===== config.mk =====
export PLATFORM = sky130hd
export DESIGN_NAME = lsd_timer
export DESIGN_NICKNAME = d
export VERILOG_FILES = /design/src/hdl/lsd_pkg.sv /design/src/hdl/lsd_cnt_pair.sv /design/src/hdl/lsd_timer.sv
export VERILOG_INCLUDE_DIRS = /design/src /design/src/hdl
export SDC_FILE = /design/constraint.sdc
export NUM_CORES = 1
export LEC_CHECK = 0
export BUFFER_PORTS_ARGS = -buffer_cell sky130_fd_sc_hd__buf_2
export CORE_ASPECT_RATIO = 1.4
export CORE_MARGIN = 3
export CORE_UTILIZATION = 58
export DETAILED_ROUTE_END_ITERATION = 12
export PLACE_DENSITY = 0.86
export SYNTH_ARGS = -nofsm -noshare
export SYNTH_HDL_FRONTEND = slang
export SYNTH_SLANG_ARGS = --single-unit

===== constraint.sdc =====
create_clock -name i_clk -period 4.6 [get_ports i_clk]
set_input_delay 0 -clock i_clk [delete_from_list [all_inputs] [get_ports i_clk]]
set_output_delay 0 -clock i_clk [all_outputs]
set_load 0.03 [all_outputs]

===== src/hdl/lsd_map.svh =====
// Purpose: Named offsets, field positions, reset values and timing counts
//          for the line state duration timer.
// Assumes: Included by its bare name from the package and the modules.
// Notes:   Definitions only.
`ifndef LSD_MAP_SVH
`define LSD_MAP_SVH

// ***************************************************************
// Control bus geometry
// ***************************************************************
`define LSD_ADDR_W 5
`define LSD_DATA_W 8

// ***************************************************************
// Register offsets
// ***************************************************************
`define LSD_ADDR_NOISE_COUNT 5'h0f
`define LSD_ADDR_NOISE_PRE 5'h10
`define LSD_ADDR_STATE_LIM 5'h11
`define LSD_ADDR_PRE_LIM 5'h12

// ***************************************************************
// Field positions and widths
// ***************************************************************
`define LSD_MAIN_W 7
`define LSD_PRE_W 8
`define LSD_MAIN_MSB 6
`define LSD_MAIN_LSB 0
`define LSD_PRE_MSB 7
`define LSD_PRE_LSB 0
`define LSD_SEEN_BIT 7

// ***************************************************************
// Reset values
// ***************************************************************
`define LSD_STATE_LIM_RST 7'h00
`define LSD_PRE_LIM_RST 8'h00
`define LSD_MAIN_RST 7'h00
`define LSD_PRESC_RST 8'h00
`define LSD_RDATA_RST 8'h00
`define LSD_UNMAPPED_READ 8'h00
`define LSD_RESERVED_BIT 1'b0

// ***************************************************************
// Line state codes
// ***************************************************************
`define LSD_LS_QUIET 3'h0
`define LSD_LS_IDLE 3'h1
`define LSD_LS_MASTER 3'h2
`define LSD_LS_HALT 3'h3
`define LSD_LS_ACTIVE 3'h4
`define LSD_LS_NOISE 3'h5
`define LSD_LS_UNKNOWN 3'h6
`define LSD_LS_NO_SIGNAL 3'h7
`define LSD_LS_RESET 3'h0

// ***************************************************************
// Timing
// ***************************************************************
`define LSD_CLK_PERIOD_NS 10
`define LSD_TICK_NS 80
`define LSD_TICK_CYCLES (`LSD_TICK_NS / `LSD_CLK_PERIOD_NS)
`define LSD_TICK_CNT_W 3
`define LSD_TICK_CNT_RST 3'h0

`endif


===== src/hdl/lsd_pkg.sv =====
// Purpose: Types shared by the line state duration timer modules.
// Assumes: lsd_map.svh supplies every number.
// Notes:   Line state classification lives here as functions.
`include "lsd_map.svh"

package lsd_pkg;

   // ***************************************************************
   // Types
   // ***************************************************************
   typedef enum logic [2:0] {
      LSD_LS_QUIET_E = `LSD_LS_QUIET,
      LSD_LS_IDLE_E = `LSD_LS_IDLE,
      LSD_LS_MASTER_E = `LSD_LS_MASTER,
      LSD_LS_HALT_E = `LSD_LS_HALT,
      LSD_LS_ACTIVE_E = `LSD_LS_ACTIVE,
      LSD_LS_NOISE_E = `LSD_LS_NOISE,
      LSD_LS_UNKNOWN_E = `LSD_LS_UNKNOWN,
      LSD_LS_NO_SIGNAL_E = `LSD_LS_NO_SIGNAL
   } lsd_line_state_t;

   typedef struct packed {
      logic req;
      logic write;
      logic [`LSD_ADDR_W-1:0] addr;
      logic [`LSD_DATA_W-1:0] wdata;
   } lsd_cbus_req_t;

   typedef struct packed {
      logic [`LSD_MAIN_W-1:0] main;
      logic [`LSD_PRE_W-1:0] pre;
   } lsd_cnt_t;

   // ***************************************************************
   // Line state classes
   // ***************************************************************
   function automatic logic lsd_is_steady_ls(input lsd_line_state_t ls);
      lsd_is_steady_ls = (ls == LSD_LS_HALT_E) || (ls == LSD_LS_IDLE_E) ||
                         (ls == LSD_LS_MASTER_E) || (ls == LSD_LS_QUIET_E) ||
                         (ls == LSD_LS_NO_SIGNAL_E);
   endfunction

   function automatic logic lsd_is_noisy_ls(input lsd_line_state_t ls);
      lsd_is_noisy_ls = (ls == LSD_LS_NOISE_E) || (ls == LSD_LS_ACTIVE_E) ||
                        (ls == LSD_LS_UNKNOWN_E);
   endfunction

endpackage


===== src/hdl/lsd_cnt_pair.sv =====
// Purpose: Down counter chained behind a prescale down counter.
// Assumes: i_tick is a one-cycle pulse every 80 ns; reset already synchronised.
// Notes:   A reload request wins over counting in the same cycle.
module lsd_cnt_pair
   import lsd_pkg::*;
(
   input wire logic i_clk,
   input wire logic i_rst_n,
   input wire logic i_tick,
   input wire logic i_count_en,
   input wire logic i_wrap_ok,
   input wire logic i_reload,
   input wire logic [`LSD_MAIN_W-1:0] i_main_limit,
   input wire logic [`LSD_PRE_W-1:0] i_pre_limit,
   output lsd_cnt_t o_cnt,
   output logic o_expired
);

   // ***************************************************************
   // Next state
   // ***************************************************************
   lsd_cnt_t cnt_d;
   lsd_cnt_t cnt_q;
   logic exp_d;
   logic exp_q;

   always_comb begin
      cnt_d = cnt_q;
      exp_d = 1'b0;
      if (i_reload) begin
         cnt_d.main = i_main_limit;
         cnt_d.pre = i_pre_limit;
      end else if (i_tick && i_count_en) begin
         if (cnt_q.pre == '0) begin
            if (cnt_q.main == '0) begin
               // Both at zero: terminal count, restart the whole period
               if (i_wrap_ok) begin
                  cnt_d.main = i_main_limit;
                  cnt_d.pre = i_pre_limit;
                  exp_d = 1'b1;
               end
            end else begin
               cnt_d.main = cnt_q.main - 7'h01;
               cnt_d.pre = i_pre_limit;
            end
         end else begin
            cnt_d.pre = cnt_q.pre - 8'h01;
         end
      end
      // Otherwise both counters hold R16
   end

   // ***************************************************************
   // Registers
   // ***************************************************************
   always_ff @(posedge i_clk or negedge i_rst_n) begin
      if (!i_rst_n) begin
         cnt_q.main <= `LSD_MAIN_RST;
         cnt_q.pre <= `LSD_PRESC_RST;
         exp_q <= 1'b0;
      end else begin
         cnt_q <= cnt_d;
         exp_q <= exp_d;
      end
   end

   assign o_cnt = cnt_q;
   assign o_expired = exp_q;

endmodule


===== src/hdl/lsd_timer.sv =====
// Purpose: Line state duration timer with noise counter snapshots, reached
//          over the control bus interface.
// Assumes: All inputs synchronous to i_clk (100 MHz); one access per i_cb.req.
// Notes:   The interrupt condition register lives elsewhere; this block only
//          pulses o_write_reject toward it.
//
// Summary of operation
// Noise count read returns value at read
// Noise count write rejected, flag raised
// Count in bits 0-6, change seen bit 7
// Prescale snapshot read returns all eight bits
// Prescale snapshot write ignored, flag raised
// State counter steps when prescale zero, steady
// Period is (prescale+1) times (limit+1) ticks
// Prescale counts per tick, reloads at zero
// Both zero while steady reloads both
// Change into steady state restarts both
// Writing either limit loads both counters
// State limit holds seven bit start value
// State limit bit 7 reads zero, ignored
// Prescale limit holds eight bit start value
// Noise counter steps on prescale zero, noise
// Other line states freeze both counters
// Snapshot stays stable through its read
module lsd_timer
   import lsd_pkg::*;
(
   input wire logic i_clk,
   input wire logic i_reset_n,
   input lsd_cbus_req_t i_cb,
   input lsd_line_state_t i_line_state,
   input wire logic i_noise_event,
   input wire logic i_noise_limit_load,
   input wire logic [`LSD_MAIN_W-1:0] i_noise_limit,
   input wire logic [`LSD_PRE_W-1:0] i_noise_prescale_limit,
   output logic o_cb_ack,
   output logic [`LSD_DATA_W-1:0] o_cb_rdata,
   output logic o_write_reject,
   output logic o_state_expired,
   output logic o_noise_expired,
   output lsd_cnt_t o_state_cnt,
   output lsd_cnt_t o_noise_cnt
);

   // ***************************************************************
   // Reset release
   // ***************************************************************
   // Assertion is immediate; release is held back two edges so that every
   // flip-flop leaves reset in the same cycle.
   logic rst_meta_q;
   logic rst_sync_q;

   always_ff @(posedge i_clk or negedge i_reset_n) begin
      if (!i_reset_n) begin
         rst_meta_q <= 1'b0;
         rst_sync_q <= 1'b0;
      end else begin
         rst_meta_q <= 1'b1;
         rst_sync_q <= rst_meta_q;
      end
   end

   logic rst_n;
   assign rst_n = rst_sync_q;

   // ***************************************************************
   // 80 ns tick
   // ***************************************************************
   logic [`LSD_TICK_CNT_W-1:0] tick_cnt_d;
   logic [`LSD_TICK_CNT_W-1:0] tick_cnt_q;
   logic tick;

   always_comb begin
      tick = (tick_cnt_q == `LSD_TICK_CNT_W'(`LSD_TICK_CYCLES - 1));
      if (tick) begin
         tick_cnt_d = `LSD_TICK_CNT_RST;
      end else begin
         tick_cnt_d = tick_cnt_q + 3'h1;
      end
   end

   always_ff @(posedge i_clk or negedge rst_n) begin
      if (!rst_n) begin
         tick_cnt_q <= `LSD_TICK_CNT_RST;
      end else begin
         tick_cnt_q <= tick_cnt_d;
      end
   end

   // ***************************************************************
   // Line state tracking
   // ***************************************************************
   lsd_line_state_t ls_prev_d;
   lsd_line_state_t ls_prev_q;
   logic ls_change;
   logic ls_steady;
   logic ls_noisy;

   always_comb begin
      ls_prev_d = i_line_state;
      ls_change = (i_line_state != ls_prev_q);
      ls_steady = lsd_is_steady_ls(i_line_state);
      ls_noisy = lsd_is_noisy_ls(i_line_state);
   end

   always_ff @(posedge i_clk or negedge rst_n) begin
      if (!rst_n) begin
         ls_prev_q <= lsd_line_state_t'(`LSD_LS_RESET);
      end else begin
         ls_prev_q <= ls_prev_d;
      end
   end

   // ***************************************************************
   // Control bus address decode
   // ***************************************************************
   // One hit per register; an address outside the map hits nothing and
   // so reads as zero and writes nowhere.
   logic wr_req;
   logic rd_req;
   logic hit_noise_count;
   logic hit_noise_pre;
   logic hit_state_lim;
   logic hit_pre_lim;

   always_comb begin
      wr_req = i_cb.req && i_cb.write;
      rd_req = i_cb.req && !i_cb.write;
      hit_noise_count = 1'b0;
      hit_noise_pre = 1'b0;
      hit_state_lim = 1'b0;
      hit_pre_lim = 1'b0;
      if (i_cb.addr == `LSD_ADDR_NOISE_COUNT) begin
         hit_noise_count = 1'b1;
      end else if (i_cb.addr == `LSD_ADDR_NOISE_PRE) begin
         hit_noise_pre = 1'b1;
      end else if (i_cb.addr == `LSD_ADDR_STATE_LIM) begin
         hit_state_lim = 1'b1;
      end else if (i_cb.addr == `LSD_ADDR_PRE_LIM) begin
         hit_pre_lim = 1'b1;
      end
   end

   // ***************************************************************
   // Limit registers
   // ***************************************************************
   logic [`LSD_MAIN_W-1:0] state_lim_d;
   logic [`LSD_MAIN_W-1:0] state_lim_q;
   logic [`LSD_PRE_W-1:0] pre_lim_d;
   logic [`LSD_PRE_W-1:0] pre_lim_q;
   logic lim_write;

   always_comb begin
      state_lim_d = state_lim_q;
      pre_lim_d = pre_lim_q;
      lim_write = 1'b0;
      if (wr_req && hit_state_lim) begin
         // Reserved top bit is never stored
         state_lim_d = i_cb.wdata[`LSD_MAIN_MSB:`LSD_MAIN_LSB];
         lim_write = 1'b1;
      end
      if (wr_req && hit_pre_lim) begin
         pre_lim_d = i_cb.wdata[`LSD_PRE_MSB:`LSD_PRE_LSB];
         lim_write = 1'b1;
      end
   end

   always_ff @(posedge i_clk or negedge rst_n) begin
      if (!rst_n) begin
         state_lim_q <= `LSD_STATE_LIM_RST;
         pre_lim_q <= `LSD_PRE_LIM_RST;
      end else begin
         state_lim_q <= state_lim_d;
         pre_lim_q <= pre_lim_d;
      end
   end

   // ***************************************************************
   // Line state change seen bit
   // ***************************************************************
   logic seen_d;
   logic seen_q;

   always_comb begin
      // A change landing on the clearing read survives into the next read
      seen_d = (seen_q && !(rd_req && hit_noise_count)) || ls_change;
   end

   always_ff @(posedge i_clk or negedge rst_n) begin
      if (!rst_n) begin
         seen_q <= 1'b0;
      end else begin
         seen_q <= seen_d;
      end
   end

   // ***************************************************************
   // Control bus response
   // ***************************************************************
   logic ack_d;
   logic ack_q;
   logic [`LSD_DATA_W-1:0] rdata_d;
   logic [`LSD_DATA_W-1:0] rdata_q;
   logic reject_d;
   logic reject_q;
   lsd_cnt_t state_cnt;
   lsd_cnt_t noise_cnt;

   always_comb begin
      ack_d = i_cb.req;
      rdata_d = rdata_q;
      reject_d = 1'b0;
      if (wr_req && hit_noise_count) begin
         reject_d = 1'b1;
      end
      if (wr_req && hit_noise_pre) begin
         reject_d = 1'b1;
      end
      if (rd_req) begin
         // Read data is latched once and held until the next read R17
         if (hit_noise_count) begin
            rdata_d = {seen_q, noise_cnt.main};
         end else if (hit_noise_pre) begin
            rdata_d = noise_cnt.pre;
         end else if (hit_state_lim) begin
            rdata_d = {`LSD_RESERVED_BIT, state_lim_q};
         end else if (hit_pre_lim) begin
            rdata_d = pre_lim_q;
         end else begin
            rdata_d = `LSD_UNMAPPED_READ;
         end
      end
   end

   always_ff @(posedge i_clk or negedge rst_n) begin
      if (!rst_n) begin
         ack_q <= 1'b0;
         rdata_q <= `LSD_RDATA_RST;
         reject_q <= 1'b0;
      end else begin
         ack_q <= ack_d;
         rdata_q <= rdata_d;
         reject_q <= reject_d;
      end
   end

   // ***************************************************************
   // State duration counters
   // ***************************************************************
   // The limits are fed from the next values so that a write loads the
   // freshly written figure, not the old one.
   logic state_reload;
   logic state_exp;

   always_comb begin
      state_reload = (ls_change && ls_steady) || lim_write;
   end

   lsd_cnt_pair u_state_cnt (
      .i_clk(i_clk),
      .i_rst_n(rst_n),
      .i_tick(tick),
      .i_count_en(ls_steady),
      .i_wrap_ok(ls_steady),
      .i_reload(state_reload),
      .i_main_limit(state_lim_d),
      .i_pre_limit(pre_lim_d),
      .o_cnt(state_cnt),
      .o_expired(state_exp)
   );

   // ***************************************************************
   // Noise counters
   // ***************************************************************
   // Steady line states hold the noise counters at their start values.
   logic noise_reload;
   logic noise_exp;

   always_comb begin
      noise_reload = ls_steady || i_noise_limit_load;
   end

   lsd_cnt_pair u_noise_cnt (
      .i_clk(i_clk),
      .i_rst_n(rst_n),
      .i_tick(tick),
      .i_count_en(i_noise_event),
      .i_wrap_ok(ls_noisy),
      .i_reload(noise_reload),
      .i_main_limit(i_noise_limit),
      .i_pre_limit(i_noise_prescale_limit),
      .o_cnt(noise_cnt),
      .o_expired(noise_exp)
   );

   // ***************************************************************
   // Outputs
   // ***************************************************************
   assign o_cb_ack = ack_q;
   assign o_cb_rdata = rdata_q;
   assign o_write_reject = reject_q;
   assign o_state_expired = state_exp;
   assign o_noise_expired = noise_exp;
   assign o_state_cnt = state_cnt;
   assign o_noise_cnt = noise_cnt;

endmodule


# Yosys cells after proc, flatten, opt, wreduce, memory -nomap -nowiden
# Cells that the tools add are included.
# W data, S select, Z words.
# word_totals
elab_cells,116
reg_bits,66
in_bits,37
output_inout_bits,42
# classes
n_reduce_logical,35
n_addsub,5
n_eq_ne,17
n_mux,43
# ops
operator,count
$mux W15,8
$mux W8,7
$mux W1,24
$mux W7,3
$logic_not A8 Y1,2
$sub A8 B1 Y8 const B,2
$eq A3 B3 Y1 const B,5
$eq A5 B5 Y1 const B,3
$logic_not A7 Y1,2
$sub A7 B1 Y7 const B,2
$logic_and A1 B1 Y1,11
$logic_or A1 B1 Y1,9
$ne A4 B4 Y1 const B,2
$reduce_bool A2 Y1,4
$eq A3 B2 Y1 const B,2
$ne A3 B3 Y1 const B,2
$reduce_and A3 Y1,2
$eq A5 B4 Y1 const B,1
$reduce_and A2 Y1,2
$add A3 B1 Y3 const B,1
$eq A3 B1 Y1 const B,1
$logic_not A3 Y1,1
$mux W3,1
$ne A3 B3 Y1,1
$logic_not A1 Y1,2

# Longest topological paths before layout
# logic_depth
ltp_word,12
mapped_depth,9
depth_no_buf,8

# Modules after synthesis
# From an unflattened synthesis, not the netlist that was laid out.
# hier_totals
hier_cells,397
hier_area_um2,3901.2
# modules_own_cells
module,area_per_inst_um2,seq_area_each_um2,n_inst,cells_each
lsd_cnt_pair,1156.1,400.4,2,130
lsd_timer,1589.0,850.8,1,137

# Worst setup path before layout
# No wires, ideal clock.
# synth_timing
kind,register to register
startpoint,register u_noise_cnt.cnt_q (netlist bit u_noise_cnt.o_cnt[8])
endpoint,register u_noise_cnt.cnt_q (netlist bit u_noise_cnt.o_cnt[13])
required_ps,4479
stages_incl_launch_ff,9
period_less_slack_ps,2369
path_buffers,1
setup_slack_ps,2231
arrival_time_ps,2248
cell_sequence,dfrtp_1 -> inv_1 -> ha_1 -> or3b_2 -> or3_1 -> o21ai_2 -> buf_4 -> o21ai_0 -> a22o_1
# synth_via
elab_chain_len,5
elab_cells_between_ends,8
# synth_rtl
item,line_no,source
from (decl),lsd_cnt_pair.sv:23,lsd_cnt_t cnt_q;
from (signal assigned),lsd_cnt_pair.sv:62,cnt_q <= cnt_d;
$sub A7 B1 Y7 or $logic_not A7 Y1 (tied branches),"lsd_cnt_pair.sv:43, lsd_cnt_pair.sv:35",
$mux W15,lsd_cnt_pair.sv:35,if (cnt_q.main == '0) begin
$mux W7,lsd_cnt_pair.sv:34,if (cnt_q.pre == '0) begin
$mux W15,lsd_cnt_pair.sv:33,end else if (i_tick && i_count_en) begin
$mux W15,lsd_cnt_pair.sv:30,if (i_reload) begin
# Several ways; a longest one is shown, not always the timed one. The select of a mux whose other input is x is not followed.
# A chain may end at the register's enable or synchronous reset.

# Worst setup path in the final report
# layout_timing
startpoint,register ls_prev_q[1]
endpoint,register u_state_cnt.cnt_q (netlist bit u_state_cnt.o_cnt[7])
# layout_via
elab_chain_len,5
elab_cells_between_ends,7
# layout_rtl
item,line_no,source
from (decl),lsd_timer.sv:94,lsd_line_state_t ls_prev_q;
from (signal assigned),lsd_timer.sv:108,ls_prev_q <= lsd_line_state_t'(`LSD_LS_RESET);
from (signal assigned),lsd_timer.sv:110,ls_prev_q <= ls_prev_d;
$ne A3 B3 Y1 (*),lsd_timer.sv:101,ls_change = (i_line_state != ls_prev_q);
$logic_and A1 B1 Y1 (*),lsd_timer.sv:256,state_reload = (ls_change && ls_steady) || lim_write;
$logic_or A1 B1 Y1 (*),lsd_timer.sv:256,
$ne A4 B4 Y1 (no line) or $reduce_bool A2 Y1 (tied branches),--,
$reduce_and A2 Y1 (no line),--,
to (signal assigned),lsd_cnt_pair.sv:62,
to (decl),lsd_cnt_pair.sv:23,
# Every way passes the cells marked *; elsewhere a longest branch is shown, timed or not.

==> metrics.txt <==
GP Congestion=0.965; sequential area share after synthesis=between 40% and 50%; Adder-Cell Fraction of Synth Area=between 2 and 2.5%; Crit path max-delay family=simple AND/OR/NAND/NOR gates; post-detailed-route count of antenna-violating nets=0; Tot GR Track Use=27.2%; TritonCTS clock tree=built; global-route wire length before repair=approximately 15 mm; Worst EP arrival=roughly 2.9 ns; area share of and/or/nand/nor cells after synthesis=a little under a fifth; reg-to-reg slack, setup=around 1.9 ns; layout cells sized above 1=approximately a quarter; worst slack, placed=2.08 ns; Max Slew Vio Count=0; RSZ-0062 raised after global routing=no; post-DP HPWL=6.30 mm; initial DRC count=between 300 and 400; maximum VDD drop=roughly 0.00043 V; critical path buffer and inverter count=1; vias in the first global route=3,209; Synth cell types=between 60 and 70; I/O Buffers=78; worst slew pin tran=1.02 ns; routed length per instance=around 17 um; ys async rst share=100%; later-pin clock latency in the skew report=0.35 ns; Hold Path Origin=i_noise_limit_load; Area Overhead vs Synth=24.7%; reg2reg start=ls_prev_q[1]$_DFF_PN0_; PwrDens=442 nW/um^2; antenna diode count=0; mux cell area share after synthesis=7.11%; Final Hold Viols=0; Clock power frac=27.7%; Initial Util=61.6%; die area=~7000 sq um; YS warnings=0; WP data required=4.79 ns; largest family of logic cells by synthesized area=compound AO/OA/AOI/OAI gates; fill count=394; Avg Synthesized Cell Area=9.49 sq um; Final WS setup=1.94 ns; core area=5690 sq um; post-route clock period utilization=57.8%; Detailed Routing Iterations Pass 1=5; Pleak=2.05 nW; DRC Markers=0; R2R cell count=7; CTS buffer count=9; total length of routed wires=a little over 9 mm; Clock transition at path regs=0.07 ns; setup bufs post-CTS=0; combinational power share=31.6%; Setup crit start kind=register; complex-gate fraction of the synthesized area=about a fifth; xor/xnor share of the synthesized area=between 1 and 1.5%; grt ovf=0; Post-Syn Nets=412; initial antenna violation count=0; max_slew headroom=between 30% and 40%; pin count of the biggest net entering global routing=65; CP Cell Sequence=or2_2 -> a211oi_1 -> o31ai_2 -> buf_4 -> nor2_1 -> mux2i_1 -> o22ai_1; max-cap check violation count=0; clk sinks=66; Post-synth EDFFs=0; I/O pin count=between 70 and 80; largest stage delay on the critical path=0.77 ns; WHS Path Cells=3; H-tree Lvls=3; Worst Hold Class=input port to register; Die X=71.7 um; top_reg_cell synth=dfrtp_1; Worst Clk Skew=0.00670 ns; Switching Share=between 30% and 40%; Synth Instances=between 300 and 400; Worst Path Max Fanout=13; chip height=97.9 um; Slowest-stage cell, CP=nor2_1; row cnt=32; Post-CTS Hold Buffers=23; final setup TNS=0 ns; fmax=around 0.38 GHz; synthesized flop and latch total=between 60 and 70; CP Class=register to register; CP endpoint kind=register; switching power=0.000722 W; Via-to-Cell Ratio=6.11; Worst Hold Path EP=u_noise_cnt.o_expired$_DFF_PN0_; Syn Std Cell Area=3500 sq um; Total Nets Final=515; Max clock buf depth=2; min cycle time layout=2.66 ns; PostCTS Resize Cnt=0; Root Driver=clkbuf_8; sequential power share=40.7%; outcome=finished, final reports clean; # setup viols final=0; via count=~3,300; internal power contribution=0.00121 W; worst r2r dst=u_state_cnt.o_cnt[7]$_DFFE_PN0P_
[worst max path at each step]
stage               slack, ns  cells after the start                                 to                        startpoint
floorplan                2.23                      8  u_noise_cnt.o_cnt[13]$_DFFE_PN0P_  u_noise_cnt.o_cnt[8]$_DFFE_PN0P_
CTS                      2.07                      7   u_state_cnt.o_cnt[7]$_DFFE_PN0P_            ls_prev_q[1]$_DFF_PN0_
global route             1.83                      7  u_noise_cnt.o_cnt[13]$_DFFE_PN0P_  u_noise_cnt.o_cnt[0]$_DFFE_PN0P_
detailed placement       2.08                      7   u_state_cnt.o_cnt[7]$_DFFE_PN0P_            ls_prev_q[1]$_DFF_PN0_
finish                   1.94                      7   u_state_cnt.o_cnt[7]$_DFFE_PN0P_            ls_prev_q[1]$_DFF_PN0_
global placement         2.20                      7  u_noise_cnt.o_cnt[13]$_DFFE_PN0P_  u_noise_cnt.o_cnt[8]$_DFFE_PN0P_
[per-layer routing]
layer,track usage [%],wire length (um)
met5,0,0
met4,17.4,411
met3,4.53,587
met2,45.7,4650
met1,31.6,3660
[state kept, by name, summed over array words and instances (netlist names), 3 cells and up]
| register | count |
|---|---|
| ls_prev_q | 3 |
| o_cb_rdata | 8 |
| pre_lim_q | 8 |
| state_lim_q | 7 |
| tick_cnt_q | 3 |
| u_noise_cnt.o_cnt | 15 |
| u_state_cnt.o_cnt | 15 |
[cells in the mapped netlist (6+ instances only)]
cell type  instances  area share [%]
a21oi_1           35             5.0
nand2_1           33             3.5
nor2_1            34             3.6
ha_1               6             2.1
inv_1             23             2.5
a2bb2oi_1          6             1.5
mux2i_1            8             2.3
mux2_2            14             4.5
nand2b_1           6             1.1
dfrtp_1           66              47
o22ai_1            6             1.1
nand4_1            8             1.4
o21ai_0           25             3.6
nand3_1            8             1.1
nor3_1            15             2.1
[cell families (layout without fill, tap and decap cells)]
family / Yosys count / after routing
xor+xnor: 4 / 4
fa+ha+maj: 6 / 6
compound gates: 106 / 106
simple gates: 128 / 128
other cells: 1 / 1
mux: 23 / 23
buf+inv: 35 / 143
flops: 66 / 66
[worst reg2reg max path, cell delays in order, from the launching register on]
cell and delay [ns]:
dfrtp_1 0.41, or2_2 0.29, a211oi_1 0.27, o31ai_2 0.11
buf_4 0.18, nor2_1 0.77, mux2i_1 0.33, o22ai_1 0.12
[power groups by stage]
| stage | Sequential, W | Clock [W] | Combinational, W |
|---|---|---|---|
| 2_1_floorplan | 0.000926 | 0 | 0.000271 |
| 3_5_place_dp | 0.000787 | 0 | 0.000583 |
| 5_1_grt | 0.000798 | 0.000567 | 0.000661 |
| 4_1_cts | 0.000778 | 0.000540 | 0.000605 |
| 3_3_place_gp | 0.000783 | 0 | 0.000568 |
| 6_report | 0.000785 | 0.000535 | 0.000609 |
[cell type report]
class	count	area, sq um	area share (%)
multi-input cells	268	1680	38.5
flip-flops and latches	66	1650	37.9
repair buffers	103	636	14.6
clock buffers	11	141	3.24
inverters	24	90.1	2.06
well taps	68	85.1	1.95
clock inverters	5	77.6	1.78
[cells in the final DEF, fill, tap and decap left out, types with 8 or more instances in the layout]
| cell | n |
|---|---|
| o21ai_0 | 25 |
| mux2i_1 | 8 |
| dlygate4sd3_1 | 23 |
| clkbuf_8 | 10 |
| nand2_1 | 33 |
| nor3_1 | 15 |
| inv_1 | 23 |
| nand3_1 | 8 |
| nor2_1 | 34 |
| buf_2 | 78 |
| a21oi_1 | 35 |
| nand4_1 | 8 |
| mux2_2 | 14 |
| dfrtp_1 | 65 |
[metrics by stage]
| step | area, sq um | utilization, % | hold slack [ns] | total power [W] | std cells |
|---|---|---|---|---|---|
| after global routing | 4370 | 76.8 | 0.0227 | 0.00203 | 545 |
| after global placement | 3920 | 68.9 | -0.215 | 0.00135 | 506 |
| after floorplan | 3500 | - | -0.296 | 0.00120 | 369 |
| after CTS | 4370 | 76.8 | 0.00499 | 0.00192 | 545 |
| after detailed placement | 3920 | 68.9 | -0.213 | 0.00137 | 506 |
| final | 4370 | 76.8 | 0.0133 | 0.00193 | 545 |
Note: power is estimated with default switching activity, not from simulation.
